[src/pucb_pkg.sv]
// constants, field layout and carrier types of the periodic serial block channel
package pucb_pkg;
  // clocking and line rate
  localparam int CLK_MHZ       = 250;
  localparam int CLK_PERIOD_NS = 4;
  localparam int SRC_MHZ       = 20;
  localparam int SRC_PRESCALE  = 1;
  localparam int BRG_DIV       = 130;
  localparam int OVERSAMPLE    = 16;
  localparam int BIT_RATE_BPS  = 9615;
  localparam int BIT_TIME_US   = 104;
  localparam int OS_CYCLES     = CLK_MHZ * SRC_PRESCALE * BRG_DIV / SRC_MHZ;
  localparam int PERIOD_MS     = 5;
  localparam int PERIOD_CYCLES = PERIOD_MS * 1000000 / CLK_PERIOD_NS;
  // frame layout
  localparam logic [3:0] OS_LAST     = 4'hf;
  localparam logic [3:0] OS_MID      = 4'h7;
  localparam logic [3:0] TX_LAST_BIT = 4'ha;
  localparam logic [3:0] RX_STOP_BIT = 4'h9;
  // block buffers
  localparam int         BLOCK_LENGTH = 8;
  localparam logic [2:0] IDX_LAST     = 3'h7;
  // wishbone map
  localparam int         ADR_W     = 8;
  localparam int         DAT_W     = 32;
  localparam logic [7:0] CTRL_OFS  = 8'h00;
  localparam logic [7:0] STAT_OFS  = 8'h04;
  localparam logic [7:0] ISTAT_OFS = 8'h08;
  localparam logic [7:0] IMASK_OFS = 8'h0c;
  localparam logic [2:0] TXB_BLK   = 3'h1;
  localparam logic [2:0] RXB_BLK   = 3'h2;
  // field positions and reset values
  localparam int         CTRL_START  = 0;
  localparam int         CTRL_EN     = 1;
  localparam logic       START_RST   = 1'b0;
  localparam logic       EN_RST      = 1'b0;
  localparam int         STAT_TXIDX  = 0;
  localparam int         STAT_RXIDX  = 4;
  localparam int         STAT_TXBUSY = 8;
  localparam int         STAT_RXFULL = 9;
  localparam int         IRQ_TXDONE  = 0;
  localparam int         IRQ_RXDONE  = 1;
  localparam int         IRQ_RXERR   = 2;
  localparam logic [2:0] IRQ_RST     = 3'h0;

  typedef struct packed {
    logic overrun;
    logic framing;
    logic parity;
  } pucb_err_t;

  typedef struct packed {
    pucb_err_t  err;
    logic [7:0] data;
  } pucb_rxent_t;
endpackage : pucb_pkg

[src/pucb_div.sv]
// enable-driven modulo divider producing a one-cycle tick
`timescale 1ns/100ps
module pucb_div #(
  parameter int DIV = 2
) (
  // clock and reset
  input  wire logic clk_i,
  input  wire logic rst_i,
  // count enable and output tick
  input  wire logic en_i,
  output logic      tick_o
);
  localparam int         W    = (DIV > 1) ? $clog2(DIV) : 1;
  localparam logic [W-1:0] LAST = W'(DIV - 1);

  logic [W-1:0] cnt_reg;

  always_ff @(posedge clk_i) begin
    if (rst_i) begin
      cnt_reg <= '0;
    end else if (en_i) begin
      cnt_reg <= (cnt_reg == LAST) ? '0 : cnt_reg + 1'b1;
    end
  end

  assign tick_o = en_i && (cnt_reg == LAST);
endmodule : pucb_div

[src/pucb_top.sv]
// periodic 8-byte block serial channel with wishbone register access
//
// The implementer's own choices: the register addresses and the Wishbone register port.
`timescale 1ns/100ps
// Functional notes
// - Each frame is eight data bits, an even parity bit and one stop bit, on both ends.
// - Data bits travel least significant bit first.
// - The line runs at 9615 bps, about 104 us per bit, both directions.
// - The bit clock is a 20 MHz source divided by one, then by 130, then by 16.
// - The baud rate generator counts the undivided source, not a prescaled one.
// - Bit timing is made inside the block; no external transfer clock is used.
// - A period timer paces all serial activity instead of channel interrupts; the receiver still decodes RXD_I frames without waiting for it.
// - Each 5 ms tick polls the receive holding register and sends one byte if active.
// - A waiting received byte is taken, stored at the receive index, and the index wraps after 8.
// - Bytes are sent from the 8-entry transmit buffer at the transmit index only while start is 1.
// - The transmit index advances by one per byte sent.
// - After 8 bytes the transmit index and start flag both return to zero.
// - Transmit, receive and receive error buffers each hold eight entries.
// - All receive error flags are captured together with the byte they belong to.
module pucb_top #(
  parameter int PERIOD_CYCLES = pucb_pkg::PERIOD_CYCLES
) (
  // clock and reset
  input  wire logic                       CORE_CLK_I,
  input  wire logic                       RST_I,
  // wishbone slave
  input  wire logic                       CYC_I,
  input  wire logic                       STB_I,
  input  wire logic                       WE_I,
  input  wire logic [pucb_pkg::ADR_W-1:0] ADR_I,
  input  wire logic [3:0]                 SEL_I,
  input  wire logic [pucb_pkg::DAT_W-1:0] DAT_I,
  output logic      [pucb_pkg::DAT_W-1:0] DAT_O,
  output logic                            ACK_O,
  // serial line
  input  wire logic                       RXD_I,
  output logic                            TXD_O,
  // interrupt
  output logic                            IRQ_O
);
  import pucb_pkg::*;

  typedef enum logic {TX_IDLE, TX_RUN} pucb_txst_t;
  typedef enum logic [1:0] {RX_IDLE, RX_START, RX_DATA, RX_WAIT} pucb_rxst_t;

  logic [7:0]        src_acc_reg;
  logic [8:0]        src_sum;
  logic              src_tick;
  logic              os_tick;
  logic              period_tick;
  logic              rxd_s1_reg;
  logic              rxd_s2_reg;
  logic              ack_reg;
  logic [31:0]       dat_reg;
  logic [31:0]       rd_data;
  logic              wb_hit;
  logic              wb_wr;
  logic [2:0]        adr_blk;
  logic [2:0]        adr_ent;
  logic              ctrl_wr;
  logic              tx_start_reg;
  logic              ctrl_en_reg;
  logic [2:0]        tx_idx_reg;
  logic [2:0]        rx_idx_reg;
  logic [7:0]        tx_buf_reg [BLOCK_LENGTH];
  pucb_rxent_t       rx_mem_reg [BLOCK_LENGTH];
  logic              launch;
  logic              take;
  pucb_txst_t        tx_state_reg;
  logic [10:0]       tx_shift_reg;
  logic [3:0]        tx_bits_reg;
  logic [3:0]        tx_os_reg;
  logic              txd_reg;
  pucb_rxst_t        rx_state_reg;
  logic [3:0]        rx_os_reg;
  logic [3:0]        rx_bits_reg;
  logic [8:0]        rx_shift_reg;
  logic              rx_done;
  pucb_rxent_t       rx_hold_reg;
  logic              rx_full_reg;
  logic [2:0]        irq_stat_reg;
  logic [2:0]        irq_mask_reg;
  logic [2:0]        irq_ev;
  logic              irq_reg;

  // 20 MHz count source as an average-rate enable on the 250 MHz clock
  assign src_sum  = {1'b0, src_acc_reg} + 9'(SRC_MHZ);
  assign src_tick = src_sum >= 9'(CLK_MHZ);

  always_ff @(posedge CORE_CLK_I) begin
    if (RST_I) begin
      src_acc_reg <= 8'h00;
    end else begin
      src_acc_reg <= src_tick ? 8'(src_sum - 9'(CLK_MHZ)) : src_sum[7:0];
    end
  end

  // baud generator gives the 16x sampling enable
  pucb_div #(.DIV(BRG_DIV)) u_brg (
    .clk_i  (CORE_CLK_I),
    .rst_i  (RST_I),
    .en_i   (src_tick),
    .tick_o (os_tick)
  );

  // period timer only runs while software enables the channel
  pucb_div #(.DIV(PERIOD_CYCLES)) u_period (
    .clk_i  (CORE_CLK_I),
    .rst_i  (RST_I),
    .en_i   (ctrl_en_reg),
    .tick_o (period_tick)
  );

  always_ff @(posedge CORE_CLK_I) begin
    if (RST_I) begin
      rxd_s1_reg <= 1'b1;
      rxd_s2_reg <= 1'b1;
    end else begin
      rxd_s1_reg <= RXD_I;
      rxd_s2_reg <= rxd_s1_reg;
    end
  end

  // wishbone: ack one cycle after the strobe, writes land on the ack edge
  assign wb_hit  = CYC_I && STB_I;
  assign wb_wr   = wb_hit && WE_I && ack_reg && SEL_I[0];
  assign adr_blk = ADR_I[7:5];
  assign adr_ent = ADR_I[4:2];
  assign ctrl_wr = wb_wr && (ADR_I == CTRL_OFS);

  always_ff @(posedge CORE_CLK_I) begin
    if (RST_I) begin
      ack_reg <= 1'b0;
      dat_reg <= 32'h0000_0000;
    end else begin
      ack_reg <= wb_hit && !ack_reg;
      if (wb_hit && !ack_reg) begin
        dat_reg <= rd_data;
      end
    end
  end

  always_comb begin
    rd_data = 32'h0000_0000;
    if (adr_blk == TXB_BLK) begin
      rd_data[7:0] = tx_buf_reg[adr_ent];
    end else if (adr_blk == RXB_BLK) begin
      rd_data[10:0] = rx_mem_reg[adr_ent];
    end else begin
      case (ADR_I)
        CTRL_OFS: begin
          rd_data[CTRL_START] = tx_start_reg;
          rd_data[CTRL_EN]    = ctrl_en_reg;
        end
        STAT_OFS: begin
          rd_data[STAT_TXIDX +: 3] = tx_idx_reg;
          rd_data[STAT_RXIDX +: 3] = rx_idx_reg;
          rd_data[STAT_TXBUSY]     = (tx_state_reg == TX_RUN);
          rd_data[STAT_RXFULL]     = rx_full_reg;
        end
        ISTAT_OFS: rd_data[2:0] = irq_stat_reg;
        IMASK_OFS: rd_data[2:0] = irq_mask_reg;
        default:   rd_data = 32'h0000_0000;
      endcase
    end
  end

  // control; a software write wins over the end-of-block clear
  assign launch = period_tick && tx_start_reg && (tx_state_reg == TX_IDLE);

  always_ff @(posedge CORE_CLK_I) begin
    if (RST_I) begin
      tx_start_reg <= START_RST;
      ctrl_en_reg  <= EN_RST;
    end else if (ctrl_wr) begin
      tx_start_reg <= DAT_I[CTRL_START];
      ctrl_en_reg  <= DAT_I[CTRL_EN];
    end else if (launch && (tx_idx_reg == IDX_LAST)) begin
      tx_start_reg <= 1'b0;
    end
  end

  always_ff @(posedge CORE_CLK_I) begin
    if (RST_I) begin
      tx_idx_reg <= 3'h0;
    end else if (launch) begin
      tx_idx_reg <= (tx_idx_reg == IDX_LAST) ? 3'h0 : tx_idx_reg + 3'h1;
    end
  end

  always_ff @(posedge CORE_CLK_I) begin
    if (RST_I) begin
      for (int i = 0; i < BLOCK_LENGTH; i++) begin
        tx_buf_reg[i] <= 8'h00;
      end
    end else if (wb_wr && (adr_blk == TXB_BLK)) begin
      tx_buf_reg[adr_ent] <= DAT_I[7:0];
    end
  end

  // transmitter: shift register holds start, data, parity and stop
  always_ff @(posedge CORE_CLK_I) begin
    if (RST_I) begin
      tx_state_reg <= TX_IDLE;
      tx_shift_reg <= 11'h7ff;
      tx_bits_reg  <= 4'h0;
      tx_os_reg    <= 4'h0;
    end else begin
      case (tx_state_reg)
        TX_IDLE: begin
          if (launch) begin
            tx_shift_reg <= {1'b1, ^tx_buf_reg[tx_idx_reg], tx_buf_reg[tx_idx_reg], 1'b0};
            tx_bits_reg  <= 4'h0;
            tx_os_reg    <= 4'h0;
            tx_state_reg <= TX_RUN;
          end
        end
        TX_RUN: begin
          if (os_tick) begin
            tx_os_reg <= tx_os_reg + 4'h1;
            if (tx_os_reg == OS_LAST) begin
              tx_shift_reg <= {1'b1, tx_shift_reg[10:1]};
              tx_bits_reg  <= tx_bits_reg + 4'h1;
              if (tx_bits_reg == TX_LAST_BIT) begin
                tx_state_reg <= TX_IDLE;
              end
            end
          end
        end
        default: tx_state_reg <= TX_IDLE;
      endcase
    end
  end

  always_ff @(posedge CORE_CLK_I) begin
    if (RST_I) begin
      txd_reg <= 1'b1;
    end else begin
      txd_reg <= (tx_state_reg == TX_RUN) ? tx_shift_reg[0] : 1'b1;
    end
  end

  // receiver: a start bit must still be low at its middle, else it was a glitch
  assign rx_done = (rx_state_reg == RX_DATA) && os_tick && (rx_os_reg == OS_LAST)
                   && (rx_bits_reg == RX_STOP_BIT);

  always_ff @(posedge CORE_CLK_I) begin
    if (RST_I) begin
      rx_state_reg <= RX_IDLE;
      rx_os_reg    <= 4'h0;
      rx_bits_reg  <= 4'h0;
      rx_shift_reg <= 9'h000;
    end else begin
      case (rx_state_reg)
        RX_IDLE: begin
          if (!rxd_s2_reg) begin
            rx_os_reg    <= 4'h0;
            rx_state_reg <= RX_START;
          end
        end
        RX_START: begin
          if (os_tick) begin
            rx_os_reg <= rx_os_reg + 4'h1;
            if (rx_os_reg == OS_MID) begin
              rx_os_reg    <= 4'h0;
              rx_bits_reg  <= 4'h0;
              rx_state_reg <= rxd_s2_reg ? RX_IDLE : RX_DATA;
            end
          end
        end
        RX_DATA: begin
          if (os_tick) begin
            rx_os_reg <= rx_os_reg + 4'h1;
            if (rx_os_reg == OS_LAST) begin
              rx_bits_reg <= rx_bits_reg + 4'h1;
              if (rx_bits_reg == RX_STOP_BIT) begin
                // a low stop bit must end before a new start is armed
                rx_state_reg <= rxd_s2_reg ? RX_IDLE : RX_WAIT;
              end else begin
                rx_shift_reg <= {rxd_s2_reg, rx_shift_reg[8:1]};
              end
            end
          end
        end
        RX_WAIT: begin
          if (rxd_s2_reg) begin
            rx_state_reg <= RX_IDLE;
          end
        end
        default: rx_state_reg <= RX_IDLE;
      endcase
    end
  end

  // holding register; on overrun the older byte is kept and flagged
  assign take = period_tick && rx_full_reg;

  always_ff @(posedge CORE_CLK_I) begin
    if (RST_I) begin
      rx_hold_reg <= '0;
      rx_full_reg <= 1'b0;
    end else if (rx_done && rx_full_reg && !take) begin
      rx_hold_reg.err.overrun <= 1'b1;
    end else if (rx_done) begin
      rx_hold_reg.data        <= rx_shift_reg[7:0];
      rx_hold_reg.err.parity  <= ^rx_shift_reg;
      rx_hold_reg.err.framing <= !rxd_s2_reg;
      rx_hold_reg.err.overrun <= 1'b0;
      rx_full_reg             <= 1'b1;
    end else if (take) begin
      rx_full_reg <= 1'b0;
    end
  end

  always_ff @(posedge CORE_CLK_I) begin
    if (RST_I) begin
      rx_idx_reg <= 3'h0;
      for (int i = 0; i < BLOCK_LENGTH; i++) begin
        rx_mem_reg[i] <= '0;
      end
    end else if (take) begin
      rx_mem_reg[rx_idx_reg] <= rx_hold_reg;
      rx_idx_reg <= (rx_idx_reg == IDX_LAST) ? 3'h0 : rx_idx_reg + 3'h1;
    end
  end

  // interrupt status: set wins over a write-one clear
  always_comb begin
    irq_ev             = 3'h0;
    irq_ev[IRQ_TXDONE] = launch && (tx_idx_reg == IDX_LAST);
    irq_ev[IRQ_RXDONE] = take && (rx_idx_reg == IDX_LAST);
    irq_ev[IRQ_RXERR]  = take && (|rx_hold_reg.err);
  end

  always_ff @(posedge CORE_CLK_I) begin
    if (RST_I) begin
      irq_stat_reg <= IRQ_RST;
      irq_mask_reg <= IRQ_RST;
      irq_reg      <= 1'b0;
    end else begin
      if (wb_wr && (ADR_I == ISTAT_OFS)) begin
        irq_stat_reg <= (irq_stat_reg & ~DAT_I[2:0]) | irq_ev;
      end else begin
        irq_stat_reg <= irq_stat_reg | irq_ev;
      end
      if (wb_wr && (ADR_I == IMASK_OFS)) begin
        irq_mask_reg <= DAT_I[2:0];
      end
      irq_reg <= |(irq_stat_reg & irq_mask_reg);
    end
  end

  assign DAT_O = dat_reg;
  assign ACK_O = ack_reg;
  assign TXD_O = txd_reg;
  assign IRQ_O = irq_reg;

  // checking helpers
  logic [10:0] os_gap_reg;
  logic        os_seen_reg;
  logic [3:0]  src_gap_reg;

  // idle cycles since the last count source tick, saturating
  always_ff @(posedge CORE_CLK_I) begin
    if (RST_I) begin
      src_gap_reg <= 4'h0;
    end else if (src_tick) begin
      src_gap_reg <= 4'h0;
    end else if (src_gap_reg != 4'hf) begin
      src_gap_reg <= src_gap_reg + 4'h1;
    end
  end

  always_ff @(posedge CORE_CLK_I) begin
    if (RST_I) begin
      os_gap_reg  <= 11'h000;
      os_seen_reg <= 1'b0;
    end else if (os_tick) begin
      os_gap_reg  <= 11'h000;
      os_seen_reg <= 1'b1;
    end else begin
      os_gap_reg <= os_gap_reg + 11'h001;
    end
  end
endmodule : pucb_top

[config.mk]
export PLATFORM = sky130hd
export DESIGN_NAME = pucb_top
export DESIGN_NICKNAME = d
export VERILOG_FILES = /design/src/pucb_pkg.sv /design/src/pucb_div.sv /design/src/pucb_top.sv
export SDC_FILE = /design/constraint.sdc
export NUM_CORES = 1
export LEC_CHECK = 0
export BUFFER_PORTS_ARGS = -buffer_cell sky130_fd_sc_hd__buf_2
export CORE_MARGIN = 1
export CORE_UTILIZATION = 38
export CTS_CLUSTER_SIZE = 12
export DETAILED_ROUTE_END_ITERATION = 7
export PLACE_DENSITY = 0.51
export SLEW_MARGIN = 25
export SYNTH_ARGS = -nofsm -noshare
export SYNTH_HDL_FRONTEND = slang
export SYNTH_SLANG_ARGS = --single-unit
[constraint.sdc]
create_clock -name CORE_CLK_I -period 4.45 [get_ports CORE_CLK_I]
set_clock_uncertainty 0.15 [all_clocks]
set_input_delay 0.445 -clock CORE_CLK_I [delete_from_list [all_inputs] [get_ports CORE_CLK_I]]
set_output_delay 0.445 -clock CORE_CLK_I [all_outputs]
set_load 0.03 [all_outputs]
==> metrics.txt <==
Port-buffer cells=36; Final Wtd Congestion=0.782; critical-path maximum fanout=11; DP HPWL=23.0 mm; Fin. Hold Viols=0; Sink Count=271; area share of the largest cell type after synthesis=33.0%; initial core utilization=38.7%; drt total wl=33.7 mm; period utilization=69.4%; Max VDD drop=272 uV; post-route setup TNS=0 ps; fin nets=1332; Slew Limit Headroom=33.9%; initial antenna violation count=3; final core utilization=43.5%; most common cell in the netlist=edfxtp_1; Initial DRC Count=625; status=finished, violations left; Post-Synthesis Cell Area=0.0138 mm2; unrepaired setup endpoints after global routing=no; Pwr Density=370 mW/mm2; antenna viol nets, final=0; fmax=324 MHz; M1 GR Usage=26.2%; Warnings, synthesis=0; vias in the first global route=9088; ys async rst share=0%; Avg Inst Size Synth=11.3 um2; Max-cap violations=0; gr busiest metal=met2; Ports=85; first-pass GRT wire length=52.7 mm; # H-tree levels=1; grt met3 use=2.86%; Final Critical Period=3090 ps; P&R area growth vs syn=12.4%; CTS Root Buffer Type=clkbuf_16; commonest cells in the netlist=152 x edfxtp_1, 145 x and2_1, 119 x dfxtp_1; die width=193 um; DIE AREA=0.0372 mm2; largest net degree at the start of global routing=56; number of flip-flops under the largest register name=88; CTS buffer count=31; Worst-path clk slew=60 ps; Post-route DRC=26; Pleak=0.00555 uW; layout cell share with drive strength beyond 1=16.2%; number of flops mapped to enable cells by yosys=152; cell count after synthesis=1225; WS Path Type=reg -> reg; main flop type after synthesis=edfxtp_1; DR WL/cell=19.3 um; DR pass1 iterations=8; Clock Latency Late Sink=570 ps; TritonCTS clock tree=yes; Tightest Pin Transition=991 ps; sequential share of the synthesized area=50.2%; Row Count=69; Post-CTS Repair Setup Buffers=0; GR Util met2=29.9%; failing checks=design-rule violations; final setup fails=0; crit start category=flip-flop; top cells by area, synth=edfxtp_1 33%, dfxtp_1 17%, mux4_2 9.6%; vias=9285; CTS max path bufs=3; #FFs+latches synth=271; Synth cell types=81; DR vias/cell=5.31; Core Box Area=0.0357 mm2; CP Capture Type=flip-flop; post-synth top area cell=edfxtp_1; Req. time, crit path=4740 ps; Crit path arrival time=3380 ps; Total Routing Usage GR=18.5%; max-slew violation count=0; Hold Path Class=in -> reg; total congestion overflow=0; Die H=193 um
[per-layer routing]
metal | up-vias | part of all wire, %
met5 | - | 0
met4 | 0 | 1.7
met3 | 44 | 4.9
met2 | 179 | 46
met1 | 4548 | 48
li1 | 4514 | -
[final cells by class]
class	count	area, um2
Clock inverter	12	104
Inverter	24	90.1
Multi-Input combinational cell	864	6450
Tap cell	461	577
Clock buffer	46	946
Fill cell	3405	20200
Timing Repair Buffer	68	438
Antenna cell	2	5.00
Sequential cell	271	6950
[through the flow]
stage               total power (uW)  instances  cell area, um2  setup WS, ps  hold slack (ps)
floorplan                       3110       1245           13900          1330              239
global placement                3230       1686           14500          1210              263
detailed placement              3240       1686           14500          1140              264
CTS                             5840       1745           15500          1240             60.3
global route                    5960       1746           15600          1110              101
finish                          5760       1748           15600          1360             79.9
[logic make-up (layout without fill, tap and decap cells)]
kind of cell / after synthesis / after routing / share of synthesized area, %
AOI/OAI and AO/OA: 175 / 175 / 8.06
xor gates and xnor gates: 63 / 63 / 3.99
adders and majority gates: 22 / 22 / 1.99
buffers and inverters: 110 / 150 / 3.84
DFF: 271 / 271 / 50.2
muxes: 110 / 110 / 13.3
other: 1 / 23 / 0.0271
and+or+nand+nor: 473 / 473 / 18.6
[cells in the final DEF, fill, tap and decap left out, drive strengths merged, types with 7 or more instances in the layout]
| master | Yosys | final |
|---|---|---|
| and2 | 146 | 146 |
| inv | 21 | 22 |
| or3 | 16 | 16 |
| clkbuf | 36 | 47 |
| conb | 1 | 21 |
| xnor2 | 22 | 22 |
| a211o | 7 | 7 |
| nand2 | 61 | 61 |
| nand3 | 36 | 36 |
| mux2i | 50 | 50 |
| or4 | 11 | 11 |
| a211oi | 8 | 8 |
| clkinv | 3 | 12 |
| edfxtp | 152 | 152 |
| o21ai | 53 | 53 |
| mux4 | 59 | 59 |
| or2 | 10 | 10 |
| nor2 | 97 | 97 |
| nor3 | 37 | 37 |
| xor2 | 41 | 41 |
| a21oi | 64 | 64 |
| ha | 22 | 22 |
| dfxtp | 119 | 119 |
| buf | 49 | 66 |
| nand4 | 21 | 21 |
[timing repair]
action,4_1_cts,5_1_grt
hold buffers,1,0
hold endpoints to repair,1,0
resized for setup,0,0
[worst max-delay path, cell delays in order (launching register included)]
cell and delay [ps]:
dfxtp_1 370, or4b_1 530, or4_4 570, nor2_4 240, nand3_2 190, nor2_1 680
and2_1 220
[power by group]
| group | internal [uW] | switching (uW) |
|---|---|---|
| Clock | 1530 | 1040 |
| Sequential | 2710 | 43.7 |
| Combinational | 160 | 268 |
| Total | 4400 | 1360 |
[path summary, 6_finish.rpt]
path | start | to | slack (ps) | cells past startpoint
worst max-delay path | u_period.cnt_reg[8]$_SDFFE_PP0P_ | rx_mem_reg[7][8]$_SDFFCE_PN0P_ | 1360 | 6
worst min register to register | rxd_s1_reg$_SDFF_PP1_ | rxd_s2_reg$_SDFF_PP1_ | 270 | 1
worst min-delay path | DAT_I[0] | irq_stat_reg[0]$_SDFF_PP0_ | 80 | 4
worst max register to register | u_period.cnt_reg[8]$_SDFFE_PP0P_ | rx_mem_reg[7][8]$_SDFFCE_PN0P_ | 1360 | 6
Note: power is estimated with default switching activity, not from simulation.
